===== src/verilog/dcd_map.svh =====
`ifndef DCD_MAP_SVH
`define DCD_MAP_SVH

// ==========================================================
// command codes
`define DCD_CMD_ERASE 8'h14
`define DCD_CMD_WR_CFG 8'h1d
`define DCD_CMD_RD_CFG 8'h24
`define DCD_CMD_PC_READ 8'h28
`define DCD_CMD_STATUS 8'h34
`define DCD_CMD_BP_SET 8'h3b
`define DCD_CMD_HALT 8'h44
`define DCD_CMD_RESUME 8'h4c
`define DCD_CMD_STEP 8'h5c
`define DCD_CMD_ID 8'h68
// upper six bits of the run and step-replace codes
`define DCD_CMD_RUN_HI 6'h15
`define DCD_CMD_REPL_HI 6'h19

// ==========================================================
// field positions, reset values and argument byte counts
`define DCD_CFG_RESET 8'h00
`define DCD_CFG_DMA_PAUSE 2
`define DCD_BP_SEL_HI 4
`define DCD_BP_SEL_LO 3
`define DCD_BP_EN 2
`define DCD_BP_ARGS 2'h3
`define DCD_WR_CFG_ARGS 2'h1

// ==========================================================
// link timing: index of the last bit in a byte
`define DCD_BYTE_LAST 3'h7

`endif


===== src/verilog/dcd_pkg.sv =====
package dcd_pkg;

    // ==========================================================
    // decoder states, gray along idle-args-exec-reply
    typedef enum logic [1:0] {
        st_idle = 2'b00,
        st_args = 2'b01,
        st_exec = 2'b11,
        st_reply = 2'b10
    } dcd_state_t;

endpackage : dcd_pkg


===== src/verilog/dcd_link_if.sv =====
`timescale 1ns/100ps
interface dcd_link_if;
    logic rx_valid;
    logic [7:0] rx_byte;
    logic tx_load;
    logic [7:0] tx_byte;
    logic tx_done;

    modport link (
        output rx_valid,
        output rx_byte,
        output tx_done,
        input tx_load,
        input tx_byte
    );
    modport ctrl (
        input rx_valid,
        input rx_byte,
        input tx_done,
        output tx_load,
        output tx_byte
    );
endinterface : dcd_link_if


===== src/verilog/dcd_link.sv =====
`timescale 1ns/100ps
`include "dcd_map.svh"
module dcd_link (
    // clock and reset
    input wire logic clk,
    input wire logic reset,
    // debug pins
    input wire logic dbg_clk_pin,
    input wire logic dbg_data_pin,
    output logic dbg_data_out,
    output logic dbg_data_oe,
    // byte side
    dcd_link_if.link lnk
);
    logic clk_s1, clk_s2, clk_s3;
    logic dat_s1, dat_s2;
    logic rise, fall;
    logic [7:0] rx_sh;
    logic [2:0] rx_cnt;
    logic [7:0] tx_sh;
    logic [2:0] tx_cnt;
    logic tx_act;

    // ==========================================================
    // pin synchronisers
    always_ff @(posedge clk) begin
        if (reset) begin
            clk_s1 <= 1'b0;
            clk_s2 <= 1'b0;
            clk_s3 <= 1'b0;
            dat_s1 <= 1'b0;
            dat_s2 <= 1'b0;
        end else begin
            clk_s1 <= dbg_clk_pin;
            clk_s2 <= clk_s1;
            clk_s3 <= clk_s2;
            dat_s1 <= dbg_data_pin;
            dat_s2 <= dat_s1;
        end
    end

    assign rise = clk_s2 & ~clk_s3;
    assign fall = ~clk_s2 & clk_s3;

    // ==========================================================
    // receive: sample on falling edge, msb first
    always_ff @(posedge clk) begin
        if (reset) begin
            rx_sh <= 8'h00;
            rx_cnt <= 3'h0;
            lnk.rx_valid <= 1'b0;
            lnk.rx_byte <= 8'h00;
        end else begin
            lnk.rx_valid <= 1'b0;
            if (fall && !tx_act) begin
                rx_sh <= {rx_sh[6:0], dat_s2};
                rx_cnt <= rx_cnt + 3'h1;
                if (rx_cnt == `DCD_BYTE_LAST) begin
                    lnk.rx_valid <= 1'b1;
                    lnk.rx_byte <= {rx_sh[6:0], dat_s2};
                end
            end
        end
    end

    // ==========================================================
    // transmit: drive on rising edge, msb first
    always_ff @(posedge clk) begin
        if (reset) begin
            tx_sh <= 8'h00;
            tx_cnt <= 3'h0;
            tx_act <= 1'b0;
            dbg_data_out <= 1'b0;
            dbg_data_oe <= 1'b0;
            lnk.tx_done <= 1'b0;
        end else begin
            lnk.tx_done <= 1'b0;
            if (lnk.tx_load) begin
                tx_sh <= lnk.tx_byte;
                tx_cnt <= 3'h0;
                tx_act <= 1'b1;
            end else if (tx_act && rise) begin
                dbg_data_out <= tx_sh[7];
                dbg_data_oe <= 1'b1;
                tx_sh <= {tx_sh[6:0], 1'b0};
            end else if (tx_act && fall) begin
                tx_cnt <= tx_cnt + 3'h1;
                if (tx_cnt == `DCD_BYTE_LAST) begin
                    tx_act <= 1'b0;
                    dbg_data_oe <= 1'b0;
                    lnk.tx_done <= 1'b1;
                end
            end
        end
    end

    a_rx_on_fall:
        assert property (@(posedge clk) disable iff (reset)
            lnk.rx_valid |-> $past(fall) && !$past(tx_act))
        else $error("byte received without falling edge");

endmodule : dcd_link


===== src/verilog/dcd_decoder.sv =====
`timescale 1ns/100ps
`include "dcd_map.svh"
module dcd_decoder #(
    // arbitrary identification values
    parameter logic [7:0] PART_NUM = 8'h5a,
    parameter logic [7:0] VERSION = 8'h01
) (
    // clock and reset
    input wire logic clk,
    input wire logic reset,
    // debug link pins
    input wire logic dbg_clk_pin,
    input wire logic dbg_data_pin,
    output logic dbg_data_out,
    output logic dbg_data_oe,
    // cpu status
    input wire logic [15:0] cpu_code_addr,
    input wire logic [15:0] cpu_pc,
    input wire logic cpu_halted,
    input wire logic cpu_op_done,
    input wire logic cpu_idle,
    input wire logic power_mode0,
    input wire logic osc_stable,
    // cpu control
    output logic cpu_halt,
    output logic cpu_step,
    output logic cpu_instr_run,
    output logic cpu_step_replace,
    output logic [1:0] cpu_instr_len,
    output logic [23:0] cpu_instr,
    // flash
    input wire logic erase_done,
    input wire logic debug_lock_bit,
    output logic erase_start,
    // configuration
    output logic [7:0] debug_config,
    output logic dma_pause
);
    dcd_link_if lnk ();
    dcd_pkg::dcd_state_t state;
    logic [7:0] cmd;
    logic [23:0] args;
    logic [1:0] need;
    logic waiting;
    logic tx_load;
    logic [7:0] tx_byte;
    logic [7:0] reply_lo;
    logic reply_two;
    logic locked;
    logic lock_loaded;
    logic halt_cause;
    logic [3:0] bp_en;
    logic [15:0] bp_addr [4];
    logic [3:0] bp_match;
    logic bp_hit;
    logic act;
    logic is_run, is_repl, cpu_cmd;
    logic [2:0] rx_dec;
    logic [7:0] status;

    dcd_link u_link (
        .clk(clk),
        .reset(reset),
        .dbg_clk_pin(dbg_clk_pin),
        .dbg_data_pin(dbg_data_pin),
        .dbg_data_out(dbg_data_out),
        .dbg_data_oe(dbg_data_oe),
        .lnk(lnk.link)
    );
    assign lnk.tx_load = tx_load;
    assign lnk.tx_byte = tx_byte;

    // ==========================================================
    // command decode: {accepted, data bytes to follow}
    function automatic logic [2:0] decode(input logic [7:0] c, input logic lk);
        logic [2:0] r;
        r = 3'h0;
        unique case (c)
            `DCD_CMD_ERASE, `DCD_CMD_STATUS, `DCD_CMD_ID: r = 3'h4;
            `DCD_CMD_WR_CFG: r = {1'b1, `DCD_WR_CFG_ARGS};
            `DCD_CMD_BP_SET: r = {1'b1, `DCD_BP_ARGS};
            `DCD_CMD_RD_CFG, `DCD_CMD_PC_READ, `DCD_CMD_HALT,
            `DCD_CMD_RESUME, `DCD_CMD_STEP: r = 3'h4;
            default: begin
                if ((c[7:2] == `DCD_CMD_RUN_HI || c[7:2] == `DCD_CMD_REPL_HI)
                        && c[1:0] != 2'h0)
                    r = {1'b1, c[1:0]};
            end
        endcase
        if (lk && c != `DCD_CMD_ERASE && c != `DCD_CMD_STATUS && c != `DCD_CMD_ID)
            r = 3'h0;
        return r;
    endfunction : decode

    assign rx_dec = decode(lnk.rx_byte, locked);
    assign act = (state == dcd_pkg::st_exec) && !waiting;
    assign is_run = cmd[7:2] == `DCD_CMD_RUN_HI;
    assign is_repl = cmd[7:2] == `DCD_CMD_REPL_HI;
    assign cpu_cmd = is_run || is_repl || cmd == `DCD_CMD_STEP;
    assign status = {erase_done, cpu_idle, cpu_halted, power_mode0,
                     halt_cause, locked, osc_stable, 1'b0};

    // ==========================================================
    // command sequencer
    always_ff @(posedge clk) begin
        if (reset) begin
            state <= dcd_pkg::st_idle;
            cmd <= 8'h00;
            args <= 24'h000000;
            need <= 2'h0;
            waiting <= 1'b0;
            tx_load <= 1'b0;
            tx_byte <= 8'h00;
            reply_lo <= 8'h00;
            reply_two <= 1'b0;
        end else begin
            tx_load <= 1'b0;
            unique case (state)
                dcd_pkg::st_idle: begin
                    if (lnk.rx_valid && rx_dec[2]) begin
                        cmd <= lnk.rx_byte;
                        need <= rx_dec[1:0];
                        state <= (rx_dec[1:0] == 2'h0) ? dcd_pkg::st_exec
                                                       : dcd_pkg::st_args;
                    end
                end
                dcd_pkg::st_args: begin
                    if (lnk.rx_valid) begin
                        args <= {args[15:0], lnk.rx_byte};
                        need <= need - 2'h1;
                        if (need == 2'h1)
                            state <= dcd_pkg::st_exec;
                    end
                end
                dcd_pkg::st_exec: begin
                    if (!waiting && cpu_cmd) begin
                        waiting <= 1'b1;
                    end else if (!waiting || cpu_op_done) begin
                        waiting <= 1'b0;
                        state <= dcd_pkg::st_reply;
                        tx_load <= 1'b1;
                        reply_two <= 1'b0;
                        unique case (cmd)
                            `DCD_CMD_RD_CFG: tx_byte <= debug_config;
                            `DCD_CMD_PC_READ: begin
                                tx_byte <= cpu_pc[15:8];
                                reply_lo <= cpu_pc[7:0];
                                reply_two <= 1'b1;
                            end
                            `DCD_CMD_ID: begin
                                tx_byte <= PART_NUM;
                                reply_lo <= VERSION;
                                reply_two <= 1'b1;
                            end
                            default: tx_byte <= status;
                        endcase
                    end
                end
                dcd_pkg::st_reply: begin
                    if (lnk.tx_done) begin
                        if (reply_two) begin
                            tx_load <= 1'b1;
                            tx_byte <= reply_lo;
                            reply_two <= 1'b0;
                        end else begin
                            state <= dcd_pkg::st_idle;
                        end
                    end
                end
            endcase
        end
    end

    // ==========================================================
    // cpu instruction strobes
    always_ff @(posedge clk) begin
        if (reset) begin
            cpu_step <= 1'b0;
            cpu_instr_run <= 1'b0;
            cpu_step_replace <= 1'b0;
            cpu_instr_len <= 2'h0;
            cpu_instr <= 24'h000000;
        end else begin
            cpu_step <= act && cmd == `DCD_CMD_STEP;
            cpu_instr_run <= act && is_run;
            cpu_step_replace <= act && is_repl;
            if (act && (is_run || is_repl)) begin
                cpu_instr_len <= cmd[1:0];
                cpu_instr <= args;
            end
        end
    end

    // ==========================================================
    // breakpoints
    always_comb begin
        for (int i = 0; i < 4; i++)
            bp_match[i] = bp_en[i] && bp_addr[i] == cpu_code_addr;
    end
    assign bp_hit = |bp_match && !cpu_halt;

    always_ff @(posedge clk) begin
        if (reset) begin
            bp_en <= 4'h0;
            for (int i = 0; i < 4; i++)
                bp_addr[i] <= 16'h0000;
        end else if (act && cmd == `DCD_CMD_BP_SET) begin
            bp_en[args[16+`DCD_BP_SEL_HI:16+`DCD_BP_SEL_LO]] <= args[16+`DCD_BP_EN];
            bp_addr[args[16+`DCD_BP_SEL_HI:16+`DCD_BP_SEL_LO]] <= args[15:0];
        end
    end

    // ==========================================================
    // halt control
    always_ff @(posedge clk) begin
        if (reset) begin
            cpu_halt <= 1'b0;
            halt_cause <= 1'b0;
        end else if (act && cmd == `DCD_CMD_HALT) begin
            cpu_halt <= 1'b1;
            halt_cause <= 1'b0;
        end else if (act && cmd == `DCD_CMD_RESUME) begin
            cpu_halt <= 1'b0;
        end else if (bp_hit) begin
            cpu_halt <= 1'b1;
            halt_cause <= 1'b1;
        end
    end

    // ==========================================================
    // lock, erase and configuration
    always_ff @(posedge clk) begin
        if (reset) begin
            locked <= 1'b0;
            lock_loaded <= 1'b0;
        end else if (!lock_loaded) begin
            locked <= ~debug_lock_bit;
            lock_loaded <= 1'b1;
        end else if (act && cmd == `DCD_CMD_ERASE) begin
            locked <= 1'b0;
        end else if (act && (cpu_cmd || cmd == `DCD_CMD_HALT
                             || cmd == `DCD_CMD_RESUME)) begin
            locked <= ~debug_lock_bit;
        end
    end

    always_ff @(posedge clk) begin
        if (reset) begin
            erase_start <= 1'b0;
            debug_config <= `DCD_CFG_RESET;
            dma_pause <= 1'b0;
        end else begin
            erase_start <= act && cmd == `DCD_CMD_ERASE;
            if (act && cmd == `DCD_CMD_WR_CFG) begin
                debug_config <= args[7:0];
                dma_pause <= args[`DCD_CFG_DMA_PAUSE];
            end
        end
    end

    // ==========================================================
    // checks
    a_erase_start:
        assert property (@(posedge clk) disable iff (reset)
            act && cmd == `DCD_CMD_ERASE |=> erase_start && !locked ##1 !erase_start)
        else $error("erase not started or lock kept");
    a_cfg_store:
        assert property (@(posedge clk) disable iff (reset)
            act && cmd == `DCD_CMD_WR_CFG |=> debug_config == $past(args[7:0]))
        else $error("configuration byte not stored");
    a_dma_pause:
        assert property (@(posedge clk) disable iff (reset)
            dma_pause == debug_config[`DCD_CFG_DMA_PAUSE])
        else $error("dma pause differs from configuration");
    a_bp_halt:
        assert property (@(posedge clk) disable iff (reset)
            bp_hit && !act |=> cpu_halt && halt_cause)
        else $error("breakpoint match did not halt");
    a_halt_cmd:
        assert property (@(posedge clk) disable iff (reset)
            act && cmd == `DCD_CMD_HALT |=> cpu_halt && !halt_cause && tx_load)
        else $error("halt command not obeyed");
    a_resume_cmd:
        assert property (@(posedge clk) disable iff (reset)
            act && cmd == `DCD_CMD_RESUME |=> !cpu_halt)
        else $error("resume did not release cpu");
    a_run_strobe:
        assert property (@(posedge clk) disable iff (reset)
            act && is_run |=> cpu_instr_run && cpu_instr_len == $past(cmd[1:0])
                && !cpu_step_replace)
        else $error("run strobe wrong");
    a_lock_ignore:
        assert property (@(posedge clk) disable iff (reset)
            state == dcd_pkg::st_idle && lnk.rx_valid && locked
            && lnk.rx_byte == `DCD_CMD_HALT |=> state == dcd_pkg::st_idle)
        else $error("locked decoder accepted command");
    a_unknown_cmd:
        assert property (@(posedge clk) disable iff (reset)
            state == dcd_pkg::st_idle && lnk.rx_valid && !rx_dec[2]
            |=> state == dcd_pkg::st_idle && $stable(cmd))
        else $error("unknown command changed state");
    a_bp_args:
        assert property (@(posedge clk) disable iff (reset)
            state == dcd_pkg::st_idle && lnk.rx_valid
            && rx_dec == {1'b1, `DCD_BP_ARGS} |=> need == `DCD_BP_ARGS)
        else $error("breakpoint argument count wrong");

endmodule : dcd_decoder


===== config.mk =====
export PLATFORM = sky130hd
export DESIGN_NAME = dcd_decoder
export DESIGN_NICKNAME = d
export VERILOG_FILES = /design/src/verilog/dcd_pkg.sv /design/src/verilog/dcd_link_if.sv /design/src/verilog/dcd_link.sv /design/src/verilog/dcd_decoder.sv
export VERILOG_INCLUDE_DIRS = /design/src /design/src/verilog
export SDC_FILE = /design/constraint.sdc
export NUM_CORES = 1
export LEC_CHECK = 0
export ABC_AREA = 1
export BUFFER_PORTS_ARGS = -buffer_cell sky130_fd_sc_hd__buf_2
export CAP_MARGIN = 20
export CORE_UTILIZATION = 60
export CTS_BUF_LIST = sky130_fd_sc_hd__clkbuf_16
export CTS_CLUSTER_SIZE = 24
export DETAILED_ROUTE_END_ITERATION = 16
export PLACE_DENSITY = 0.91
export SYNTH_ARGS = -nofsm -noshare
export SYNTH_HDL_FRONTEND = slang
export SYNTH_SLANG_ARGS = --single-unit

===== constraint.sdc =====
create_clock -name clk -period 3.1 [get_ports clk]
set_clock_uncertainty 0.1 [all_clocks]
set_input_delay 0.465 -clock clk [delete_from_list [all_inputs] [get_ports clk]]
set_output_delay 0.465 -clock clk [all_outputs]
set_load 0.02 [all_outputs]

==> reports/metrics.yaml <==
route:
  vias: 8849
  viasPerCell: 5.57
  post_drt_wl_per_cell_um: 16.5
  ant_nets: 0
  dr.first_iter.drc_count: 661
  drc: 0
  first_pass_iters: 7
  wl_um: 26300
synth:
  ys_seq_area_share_pct: 48.3
  yosys.area.top_type: "dfxtp_1"
  postSynthAreaPerCell_um2: 7.59
  synth-seq-cells: 204
  synthFlopType: "dfxtp_1"
  synth_area_leaders: "dfxtp_1 (29%), edfxtp_1 (20%), nand2_1 (11%)"
  synth_area_um2: 9790
  synth_nets: 1338
  yosysWarningCount: 0
  synth_edf_count: 64
  synth_top_area_share_pct: 28.6
  synth_cell_type_count: 50
  async_flop_share_pct: 0
  syn_inst: 1290
global_route:
  track_usage_pct: 31.9
  grt_max_degree: 46
  globalRoute.totalOverflow: 0
  antenna_found_initial: 0
  grt_pass1_vias: 8338
  grt_pass1_wl_um: 41200
layout:
  final_cell_mix: "nand2_1 (299), nor2_1 (205), inv_1 (158), dfxtp_1 (140), a21oi_1 (100)"
  final_common_cell: "nand2_1"
  area_delta_synth_final_pct: 11.7
  fillers: 1295
  final_area_um2: 10900
  final_net_count: 1408
  drive_gt1_share_pct: 13.5
  final_cells: 1590
  final_util_pct: 68.8
  n_antenna_cell: 0
sta:
  fin_crit_sh_pct: 79.2
  maxSlewViolCount: 0
  worstMarginPinSlew_ns: 0.702
  period_needed_ns: 2.46
  hold_violations: 0
  holdWs_ns: 0.0847
  finalSetupTns_ns: 0
  grt_setup_unrepaired: "no"
  setup_slack_ns: 0.645
  fmax_mhz: 407
  finalSetupViolCount: 0
  relSlewSlack_pct: 53.1
pwr:
  max-vdd-ir-drop_uv: 526
  finalPower_mw: 5.70
  p_per_area_nw_per_um2: 521
  power_leakage_nw: 4.61
place:
  dp_cells: 1554
  post-place-ws_ns: 0.696
  place_congestion: 1.01
  hpwl_um: 19200
  dpl-instance-area_um2: 10300
  io_buffers: 84
setup_path:
  arrival_ns: 2.47
  worstSetupEndpointType: "flop"
  crit_path_max_fanout: 17
  rrSetupSlack_ns: 0.64
  cp.required_ns: 3.12
  criticalPathCategory: "reg2reg"
  cp-start-kind: "flop"
clocking:
  postCtsSetupBuffers: 0
  cts_resized: 0
  clk_pin_slew_ns: 0.06
  clock_latency_ns: 0.48
  ctsHoldBuffers: 0
  cts_sinks: 204
  clockBufferDepth: 3
  cts_buffers: 20
  cts_tree: "done"
  h-tree-depth: 1
  cts-root-buf: "clkbuf_16"
min_path:
  hold_class: "in2reg"
flow_run:
  maxCapViolCount: 0
floorplanning:
  dieHeight_um: 130
  dieArea_um2: 16800
  ioPinCount: 85
  die_w_um: 130
  start_util_pct: 61.6
  placementRows: 46
  core_area_um2: 15900
run_status:
  status: "completed"
[Yosys cell counts, types with 10 or more instances]
library cell,count
a21oi_1,100
clkbuf_1,20
dfxtp_1,140
edfxtp_1,64
inv_1,154
inv_2,18
nand2_1,299
nand2_2,10
nand3_1,44
nand4_1,18
nor2_1,205
nor2_4,13
o21ai_0,92
xnor2_1,13
[final timing paths]
| path | startpoint | end | depth (start not counted) |
|---|---|---|---|
| worst max register to register | state[1]$_SDFFE_PP0P_ | bp_addr[3][12]$_DFFE_PP_ | 6 |
| worst min register to register | u_link.dat_s1$_SDFF_PP0_ | u_link.dat_s2$_SDFF_PP0_ | 2 |
| worst min-delay path | dbg_data_pin | u_link.dat_s1$_SDFF_PP0_ | 3 |
| worst max-delay path | state[1]$_SDFFE_PP0P_ | bp_addr[3][12]$_DFFE_PP_ | 6 |
[state kept, by name, indices dropped and copies added (netlist names), 4 cells and up]
register and flops:
bp_addr 64, args 24, cpu_instr 24, cmd 8, debug_config 8, lnk.tx_byte 8, reply_lo 8, u_link.lnk.rx_byte 8
u_link.tx_sh 8, u_link.rx_sh 7, bp_en 4
[final cells by class]
type | count | area (um2) | share of cell area [%]
tap | 216 | 270 | 2.47
sequential | 204 | 4720 | 43.2
timing repair buffer | 90 | 465 | 4.26
clock buffer | 21 | 526 | 4.81
clock inverter | 15 | 126 | 1.16
inverter | 174 | 656 | 6.00
multi-input combinational | 870 | 4160 | 38.1
[critical path, cell delays in order, from the launching register on]
cell and delay, ns:
dfxtp_1 0.43, nand2_2 0.12, nor2_4 0.25, inv_2 0.10, nor4_1 0.36, nand4_1 0.19
nand2_1 0.53
[logic make-up (layout without fill, tap and decap cells)]
logic type / after synthesis / in the layout / share of synthesized area [%]
DFF: 204 / 204 / 48.3
and+or+nand+nor: 619 / 619 / 27.3
buffers and inverters: 216 / 300 / 9.18
adders and majority gates: 5 / 5 / 0.639
AOI/OAI and AO/OA: 227 / 227 / 12.9
xor gates and xnor gates: 19 / 19 / 1.70
[power by group]
part / total (mW) / internal, mW / switching [mW]
Combinational: 0.451 / 0.140 / 0.312
Sequential: 2.85 / 2.80 / 0.0478
Clock: 2.40 / 1.40 / 1.00
Total: 5.70 / 4.34 / 1.36
[routing by layer]
| layer | GRT usage [%] | wire, um | vias to the layer above |
|---|---|---|---|
| met1 | 38.1 | 10300 | 4042 |
| met2 | 56.0 | 12900 | 417 |
| met5 | 0 | 0 | - |
| li1 | - | - | 4283 |
| met4 | 17.9 | 1480 | 0 |
| met3 | 3.77 | 1640 | 107 |
(Power assumes the default switching activity.)
